==> config.mk <==
export PLATFORM = sky130hd
export DESIGN_NAME = artmr_top
export DESIGN_NICKNAME = d
export VERILOG_FILES = /design/src/artmr_pkg.sv /design/src/artmr_cnt.sv /design/src/artmr_top.sv
export SDC_FILE = /design/constraint.sdc
export NUM_CORES = 1
export LEC_CHECK = 0
export BUFFER_PORTS_ARGS = -buffer_cell sky130_fd_sc_hd__buf_2
export CORE_MARGIN = 8
export CORE_UTILIZATION = 54
export DETAILED_ROUTE_END_ITERATION = 7
export PLACE_DENSITY_LB_ADDON = 0.1
export SLEW_MARGIN = 20
export SYNTH_ARGS = -nofsm -noshare
export SYNTH_HDL_FRONTEND = slang
export SYNTH_SLANG_ARGS = --single-unit
==> constraint.sdc <==
create_clock -name i_clk -period 2.1 [get_ports i_clk]
set_clock_uncertainty 0.1 [all_clocks]
set_input_delay 0.315 -clock i_clk [delete_from_list [all_inputs] [get_ports i_clk]]
set_output_delay 0.315 -clock i_clk [all_outputs]
set_load 0.1 [all_outputs]
==> src/artmr_pkg.sv <==
`default_nettype none
package artmr_pkg;
  localparam int CNT_W = 8;
  localparam int WDT_W = 16;
  localparam int CTL_W = 4;
  localparam int CTL_N = 7;
  localparam int SEL_W = 3;
  localparam int NCNT = 5;
  // Control register indices
  localparam logic [2:0] CTL_PRESCALER = 3'h0;
  localparam logic [2:0] CTL_ONE = 3'h1;
  localparam logic [2:0] CTL_TWO = 3'h2;
  localparam logic [2:0] CTL_THREE = 3'h3;
  localparam logic [2:0] CTL_FOUR = 3'h4;
  localparam logic [2:0] CTL_FIVE = 3'h5;
  localparam logic [2:0] CTL_SIX = 3'h6;
  // Field positions
  localparam int BIT_RUN = 0;
  localparam int BIT_SRC = 1;
  localparam int BIT_GATE = 2;
  localparam int BIT_SYNC = 2;
  localparam int BIT_PWM_EN = 0;
  localparam int BIT_CAPTURE = 0;
  // Reset values and the watchdog completion count
  localparam logic [3:0] CTL_RST = 4'h0;
  localparam logic [7:0] CNT_RST = 8'h00;
  localparam logic [15:0] WDT_RST = 16'h0000;
  localparam logic [15:0] WDT_LAST = 16'hffff;
endpackage
`default_nettype wire

==> src/artmr_cnt.sv <==
`default_nettype none
module artmr_cnt #(
  parameter int W = 8
) (
  input wire logic i_clk,
  input wire logic i_rst,
  input wire logic i_load,
  input wire logic [W-1:0] i_load_val,
  input wire logic i_restart,
  input wire logic i_tick,
  output logic [W-1:0] o_count,
  output logic o_underflow
);
  logic [W-1:0] reload_reg;
  logic [W-1:0] count_reg;
  logic uf_reg;
  wire at_zero = (count_reg == '0);
  wire underflow_now = i_tick && at_zero;

  always_ff @(posedge i_clk)
  begin
    if (i_rst)
    begin
      reload_reg <= '0;
      count_reg <= '0;
      uf_reg <= 1'b0;
    end
    else
    begin
      uf_reg <= underflow_now && !i_load;
      if (i_load)
      begin
        reload_reg <= i_load_val;
        count_reg <= i_load_val;
      end
      else if (i_restart || underflow_now)
        count_reg <= reload_reg;
      else if (i_tick)
        count_reg <= count_reg - 1'b1;
    end
  end

  assign o_count = count_reg;
  assign o_underflow = uf_reg;
endmodule
`default_nettype wire

==> src/artmr_top.sv <==
`default_nettype none
module artmr_top #(
  parameter int CNT_W = artmr_pkg::CNT_W,
  parameter int WDT_W = artmr_pkg::WDT_W
) (
  input wire logic i_clk,
  input wire logic i_rst,
  input wire logic i_ctl_we,
  input wire logic [2:0] i_ctl_sel,
  input wire logic [3:0] i_ctl_data,
  input wire logic i_rld_we,
  input wire logic [2:0] i_rld_sel,
  input wire logic [CNT_W-1:0] i_rld_data,
  input wire logic [3:0] i_irq_clr,
  input wire logic i_wdog_service,
  input wire logic i_ext_irq_pin_a,
  input wire logic i_ext_irq_pin_b,
  output logic [3:0] o_timer_irq,
  output logic o_prescaler_out_clock,
  output logic o_pwm_out_signal,
  output logic [CNT_W-1:0] o_t1_capture,
  output logic o_t1_capture_valid,
  output logic o_wdog_flag,
  output logic o_sys_reset
);
  logic [3:0] ctl_reg [artmr_pkg::CTL_N];
  logic [1:0] pin_a_sync_reg;
  logic [1:0] pin_b_sync_reg;
  logic pin_a_prev_reg;
  logic pin_b_prev_reg;
  logic t3_armed_reg;
  logic [3:0] irq_reg;
  logic presc_out_reg;
  logic pwm_reg;
  logic [CNT_W-1:0] cap_reg;
  logic cap_valid_reg;
  logic [WDT_W-1:0] wdt_reg;
  logic wdf_reg;
  logic sys_rst_reg;
  logic [artmr_pkg::NCNT-1:0] tick;
  logic [artmr_pkg::NCNT-1:0] restart;
  logic [artmr_pkg::NCNT-1:0] uf;
  logic [CNT_W-1:0] cnt_val [artmr_pkg::NCNT];

  // Pins come from outside; both pass two flops before any use
  wire pin_a = pin_a_sync_reg[1];
  wire pin_b = pin_b_sync_reg[1];
  wire pin_a_rise = pin_a && !pin_a_prev_reg;
  wire pin_b_rise = pin_b && !pin_b_prev_reg;

  wire [3:0] ctl_p = ctl_reg[artmr_pkg::CTL_PRESCALER];
  wire [3:0] ctl_1 = ctl_reg[artmr_pkg::CTL_ONE];
  wire [3:0] ctl_2 = ctl_reg[artmr_pkg::CTL_TWO];
  wire [3:0] ctl_3 = ctl_reg[artmr_pkg::CTL_THREE];
  wire [3:0] ctl_4 = ctl_reg[artmr_pkg::CTL_FOUR];
  wire [3:0] ctl_5 = ctl_reg[artmr_pkg::CTL_FIVE];
  wire [3:0] ctl_6 = ctl_reg[artmr_pkg::CTL_SIX];

  // Source 0 is the instruction clock (every cycle), 1 the prescaler output
  wire presc_tick = uf[0];
  wire src1 = ctl_1[artmr_pkg::BIT_SRC] ? presc_tick : 1'b1;
  wire src2 = ctl_2[artmr_pkg::BIT_SRC] ? presc_tick : 1'b1;
  wire src3 = ctl_3[artmr_pkg::BIT_SRC] ? presc_tick : 1'b1;
  wire src4 = ctl_4[artmr_pkg::BIT_SRC] ? presc_tick : 1'b1;
  // Pulse width: count only while pin a is high
  wire t1_gate = ctl_1[artmr_pkg::BIT_GATE] ? pin_a : 1'b1;
  // Period: a rising edge captures the count and restarts the timer
  wire t1_cap = ctl_6[artmr_pkg::BIT_CAPTURE] && pin_a_rise;
  wire t3_go = ctl_3[artmr_pkg::BIT_SYNC] ? t3_armed_reg : 1'b1;

  assign tick[0] = ctl_p[artmr_pkg::BIT_RUN];
  assign tick[1] = ctl_1[artmr_pkg::BIT_RUN] && src1 && t1_gate;
  assign tick[2] = ctl_2[artmr_pkg::BIT_RUN] && src2;
  assign tick[3] = ctl_3[artmr_pkg::BIT_RUN] && src3 && t3_go;
  assign tick[4] = ctl_4[artmr_pkg::BIT_RUN] && src4;
  assign restart[0] = 1'b0;
  assign restart[1] = t1_cap;
  assign restart[2] = 1'b0;
  assign restart[3] = 1'b0;
  assign restart[4] = 1'b0;

  // Prescaler and four timers share one counter shape; reload n divides by n+1
  genvar g;
  generate
    for (g = 0; g < artmr_pkg::NCNT; g++)
    begin : g_cnt
      wire load_hit = i_rld_we && (i_rld_sel == 3'(g));
      artmr_cnt #(
        .W(CNT_W)
      ) u_cnt (
        .i_clk(i_clk),
        .i_rst(i_rst),
        .i_load(load_hit),
        .i_load_val(i_rld_data),
        .i_restart(restart[g]),
        .i_tick(tick[g]),
        .o_count(cnt_val[g]),
        .o_underflow(uf[g])
      );
    end
  endgenerate

  wire wdt_done = (wdt_reg == artmr_pkg::WDT_LAST);
  wire ctl_hit_ok = i_ctl_we && (i_ctl_sel < 3'(artmr_pkg::CTL_N));

  always_ff @(posedge i_clk)
  begin
    if (i_rst)
    begin
      for (int i = 0; i < artmr_pkg::CTL_N; i++)
        ctl_reg[i] <= artmr_pkg::CTL_RST;
    end
    else if (ctl_hit_ok)
      ctl_reg[i_ctl_sel] <= i_ctl_data;
  end

  always_ff @(posedge i_clk)
  begin
    if (i_rst)
    begin
      pin_a_sync_reg <= 2'h0;
      pin_b_sync_reg <= 2'h0;
      pin_a_prev_reg <= 1'b0;
      pin_b_prev_reg <= 1'b0;
    end
    else
    begin
      pin_a_sync_reg <= {pin_a_sync_reg[0], i_ext_irq_pin_a};
      pin_b_sync_reg <= {pin_b_sync_reg[0], i_ext_irq_pin_b};
      pin_a_prev_reg <= pin_a;
      pin_b_prev_reg <= pin_b;
    end
  end

  // Timer 3 waits for a pin b rising edge; stopping it drops the arm
  always_ff @(posedge i_clk)
  begin
    if (i_rst || !ctl_3[artmr_pkg::BIT_RUN])
      t3_armed_reg <= 1'b0;
    else if (pin_b_rise)
      t3_armed_reg <= 1'b1;
  end

  // A new underflow wins over a clear in the same cycle
  always_ff @(posedge i_clk)
  begin
    if (i_rst)
      irq_reg <= 4'h0;
    else
      irq_reg <= (irq_reg & ~i_irq_clr) | uf[4:1];
  end

  always_ff @(posedge i_clk)
  begin
    if (i_rst)
    begin
      presc_out_reg <= 1'b0;
      pwm_reg <= 1'b0;
    end
    else
    begin
      presc_out_reg <= uf[0];
      if (!ctl_5[artmr_pkg::BIT_PWM_EN])
        pwm_reg <= 1'b0;
      else if (uf[4])
        pwm_reg <= !pwm_reg;
    end
  end

  always_ff @(posedge i_clk)
  begin
    if (i_rst)
    begin
      cap_reg <= artmr_pkg::CNT_RST;
      cap_valid_reg <= 1'b0;
    end
    else
    begin
      cap_valid_reg <= t1_cap;
      if (t1_cap)
        cap_reg <= cnt_val[1];
    end
  end

  // Free running: no control input reaches it, only system reset
  always_ff @(posedge i_clk)
  begin
    if (i_rst)
      wdt_reg <= WDT_W'(artmr_pkg::WDT_RST);
    else
      wdt_reg <= wdt_reg + 1'b1;
  end

  // First completion raises the flag; a second one before service resets
  always_ff @(posedge i_clk)
  begin
    if (i_rst)
    begin
      wdf_reg <= 1'b0;
      sys_rst_reg <= 1'b0;
    end
    else
    begin
      sys_rst_reg <= wdt_done && wdf_reg;
      if (wdt_done)
        wdf_reg <= 1'b1;
      else if (i_wdog_service)
        wdf_reg <= 1'b0;
    end
  end

  assign o_timer_irq = irq_reg;
  assign o_prescaler_out_clock = presc_out_reg;
  assign o_pwm_out_signal = pwm_reg;
  assign o_t1_capture = cap_reg;
  assign o_t1_capture_valid = cap_valid_reg;
  assign o_wdog_flag = wdf_reg;
  assign o_sys_reset = sys_rst_reg;
endmodule
`default_nettype wire

==> out/metrics.yaml <==
post_cts_buffers: 0
dpl_cell_area_um2: 7123
finalNetCount: 905
ys_seq_area_share_pct: 44.07
yosys.area.top_type: "dfxtp_1"
synth_edf_count: 12
boundaryPins: 46
setup_violations: 0
synth_top_area_share_pct: 38.56
worstRegToRegCells: 6
synthSimpleGateAreaFrac_pct: 28.63
clockBufferDepth: 2
netlist_top_cells_count: "136 x nand2_1, 126 x dfxtp_1, 78 x nor2_1"
synth_compound_area_share_pct: 17.27
async_reset_ff_share_pct: 0
path_buf_inv: 1
final_cells: 1025
clkSinkCount: 138
nFillCells: 1044
first_global_vias: 5900
path_cells: "inv_1 > ha_1 > nor4b_4 > or4b_2 > o221ai_1 > nor3_1"
grt_max_degree: 71
num_vias: 6013
reg2reg_to: "g_cnt[1].u_cnt.o_count[4]$_SDFFE_PP0P_"
min_path_type: "input port to flip-flop"
period_share_pct: 95.79
min_path_cells: 3
cts_tree: "done"
worst_setup_path_start_kind: "flip-flop"
start_util_pct: 54.92
post_drt_wl_per_cell_um: 16.19
met3_usage_pct: 5.949
grt_busiest_layer: "met2"
critical_path_required_ns: 2.27
avgSynthCellArea_um2: 8.238
antenna-diode-count: 0
hold_start: "i_ctl_data[0]"
dp_hpwl_mm: 11.65
synth-seq-cells: 138
grt_pass1_wl_mm: 28.17
syn_nets: 834
overflow: 0
path_clk_slew_ns: 0.06
cellPowerDensity_nw_per_um2: 988.2
synth_area_leaders: "dfxtp_1 39%, nand2_1 7.8%, a21oi_1 5.9%, edfxtp_1 5.5%, nor2_1 4.5%"
syn_to_final_growth_pct: 18.34
synth_flop_cell: "dfxtp_1"
hold_end: "ctl_reg[6][0]$_SDFFE_PP0P_"
dieHeight_um: 126.1
path_max_fanout: 4
yosys_warnings: 0
placeableCoreArea_um2: 11910
via_per_inst: 5.866
p_leak_uw: 0.002995
placed_cells: 991
htree_levels: 4
reg2reg_from: "g_cnt[1].u_cnt.o_count[0]$_SDFFE_PP0P_"
critical-path-top-delay-family: "simple AND/OR/NAND/NOR gates"
path_class: "flip-flop to flip-flop"
routed_wirelength_mm: 16.59
io_buffer_count: 44
die_area_um2: 15890
dr.pass1.iters: 6
yosysUniqueCellTypes: 63
drtIter0Drc: 495
fmax_mhz: 497.1
gp_congestion: 0.8862
rrSetupSlack_ns: 0.09
met2_usage_pct: 34.24
endpoint_kind: "flip-flop"
worst_slew_pin_slew_ns: 0.7045
grt_antenna_before_repair: 0
cts_root_buffer: "clkbuf_16"
num_rows: 40
synth_top_family_by_area: "simple AND/OR/NAND/NOR gates"
status: "completed"
rsz0062_at_grt: "false"
yosysMostFrequentCell: "nand2_1"
drive_gt1_share_pct: 15.49
grtUsageMet1_pct: 26.71
peakVddDrop_mv: 0.6845
track_usage_pct: 21.45
hold_violations: 0
cpPeakStageDelay_ns: 0.70
drtAntennaViolNets: 0
arrival_ns: 2.18
synthCells: 794
period_needed_ns: 2.012
cap_violations: 0
cp_slowest_cell: "or4b_2"
stdcell_area_um2: 7741
synthAdderAreaFrac_pct: 2.104
synth.cell_area_um2: 6541
drc_errors: 0
synth_xor_area_share_pct: 2.678
insertion_delay_ns: 0.42
die_x_um: 126.1
drv_slew: 0
cts_buffers: 17
max-slew-margin-rel_pct: 53.03
muxShareOfSynthArea_pct: 1.377
[worst min-delay path, delay by kind of cell]
kind                   cells  cell delay, ns
muxes                      1            0.06
buffers and inverters      1            0.10
and+or+nand+nor            1            0.08
[report_power, final]
part	leakage [uW]	switching, uW	internal, uW
registers	0.00114	164	2830
clock network	0.000270	1160	1750
logic	0.00158	970	772
[kinds of logic after synthesis]
kind of cell | Yosys count
mux | 9
xor+xnor | 20
simple gates | 377
fa+ha+maj | 11
compound gates | 181
flops | 138
buf+inv | 58
[cell type report]
type / instances / area, um^2 / area share [%]
Clock inverter: 13 / 147.6 / 1.907
Inverter: 19 / 71.32 / 0.9213
Sequential cell: 138 / 2883 / 37.24
Tap cell: 147 / 183.9 / 2.376
Timing Repair Buffer: 91 / 593.1 / 7.661
Multi-Input combinational cell: 598 / 3430 / 44.30
Clock buffer: 19 / 432.9 / 5.592
[worst max path at each step]
stage,startpoint,endpoint,slack (ns),depth (start not counted)
final,g_cnt[1].u_cnt.o_count[0]$_SDFFE_PP0P_,g_cnt[1].u_cnt.o_count[4]$_SDFFE_PP0P_,0.09,6
after global routing,g_cnt[3].u_cnt.o_count[0]$_SDFFE_PP0P_,g_cnt[3].u_cnt.o_count[3]$_SDFFE_PP0P_,0.004,7
after CTS,g_cnt[2].u_cnt.o_count[0]$_SDFFE_PP0P_,g_cnt[2].u_cnt.o_count[4]$_SDFFE_PP0P_,0.04,8
after detailed placement,i_rld_we,g_cnt[1].u_cnt.o_count[3]$_SDFFE_PP0P_,-0.02,6
after global placement,i_rld_we,g_cnt[1].u_cnt.o_count[4]$_SDFFE_PP0P_,0.09,6
after floorplan,g_cnt[2].u_cnt.o_count[0]$_SDFFE_PP0P_,g_cnt[2].u_cnt.o_count[3]$_SDFFE_PP0P_,0.07,8
[metrics by stage]
| stage | util [%] | worst slack [ns] | TNS, ns | total power, uW | hold slack [ns] |
|---|---|---|---|---|---|
| 3_5_place_dp | 59.80 | -0.01824 | -0.01824 | 4723 | 0.3223 |
| 2_1_floorplan | - | 0.07495 | 0 | 4175 | 0.2944 |
| 4_1_cts | 64.84 | 0.03547 | 0 | 7652 | 0.04926 |
| 6_report | 64.99 | 0.08850 | 0 | 7650 | 0.06418 |
| 3_3_place_gp | 59.80 | 0.08692 | 0 | 4660 | 0.3154 |
| 5_1_grt | 64.99 | 0.003755 | 0 | 8014 | 0.07150 |
[what timing repair did]
item,CTS,global route
endpoints found under the setup margin,0,8
endpoints found under the hold margin,2,0
resized for setup,0,7
hold buffers,2,0
[cell usage in the layout (no fill, tap or decap), types with 4 or more instances in the layout]
master      Yosys  routed
clkinv_4        0       5
clkbuf_16       0      17
a21o_1          5       5
o22ai_1         6       6
inv_1          19      18
xor2_1          8       8
nor3_1         37      37
nor2b_1        13      13
nor2_1         78      78
buf_4           1      45
nand2b_1       19      19
dfxtp_1       126     126
clkinvlp_4      0       4
nand2_1       136     136
a21boi_0        4       4
a31oi_1        16      16
a211oi_1       12      12
o21bai_1        4       4
nand3_1        16      16
buf_2           4      43
nand3b_1        8       8
xnor2_1        12      12
and3_1          8       7
o221ai_1        6       5
nor4_1          8       8
or3_1          10      10
o211ai_1        7       7
ha_1           11      10
edfxtp_1       12      12
mux2i_1         9       9
or4_1           7       7
nor3b_1         7       7
o21ai_0        17      17
nand4_1         6       6
o31ai_1         5       5
and3b_1         4       4
a21oi_1        77      77
[per-layer routing]
metal	up-vias	routed length [um]
li1	2962	-
met1	2837	7518
met2	179	7687
met3	35	1036
met4	0	350
met5	-	0
Power figures use the tool's default switching activity.
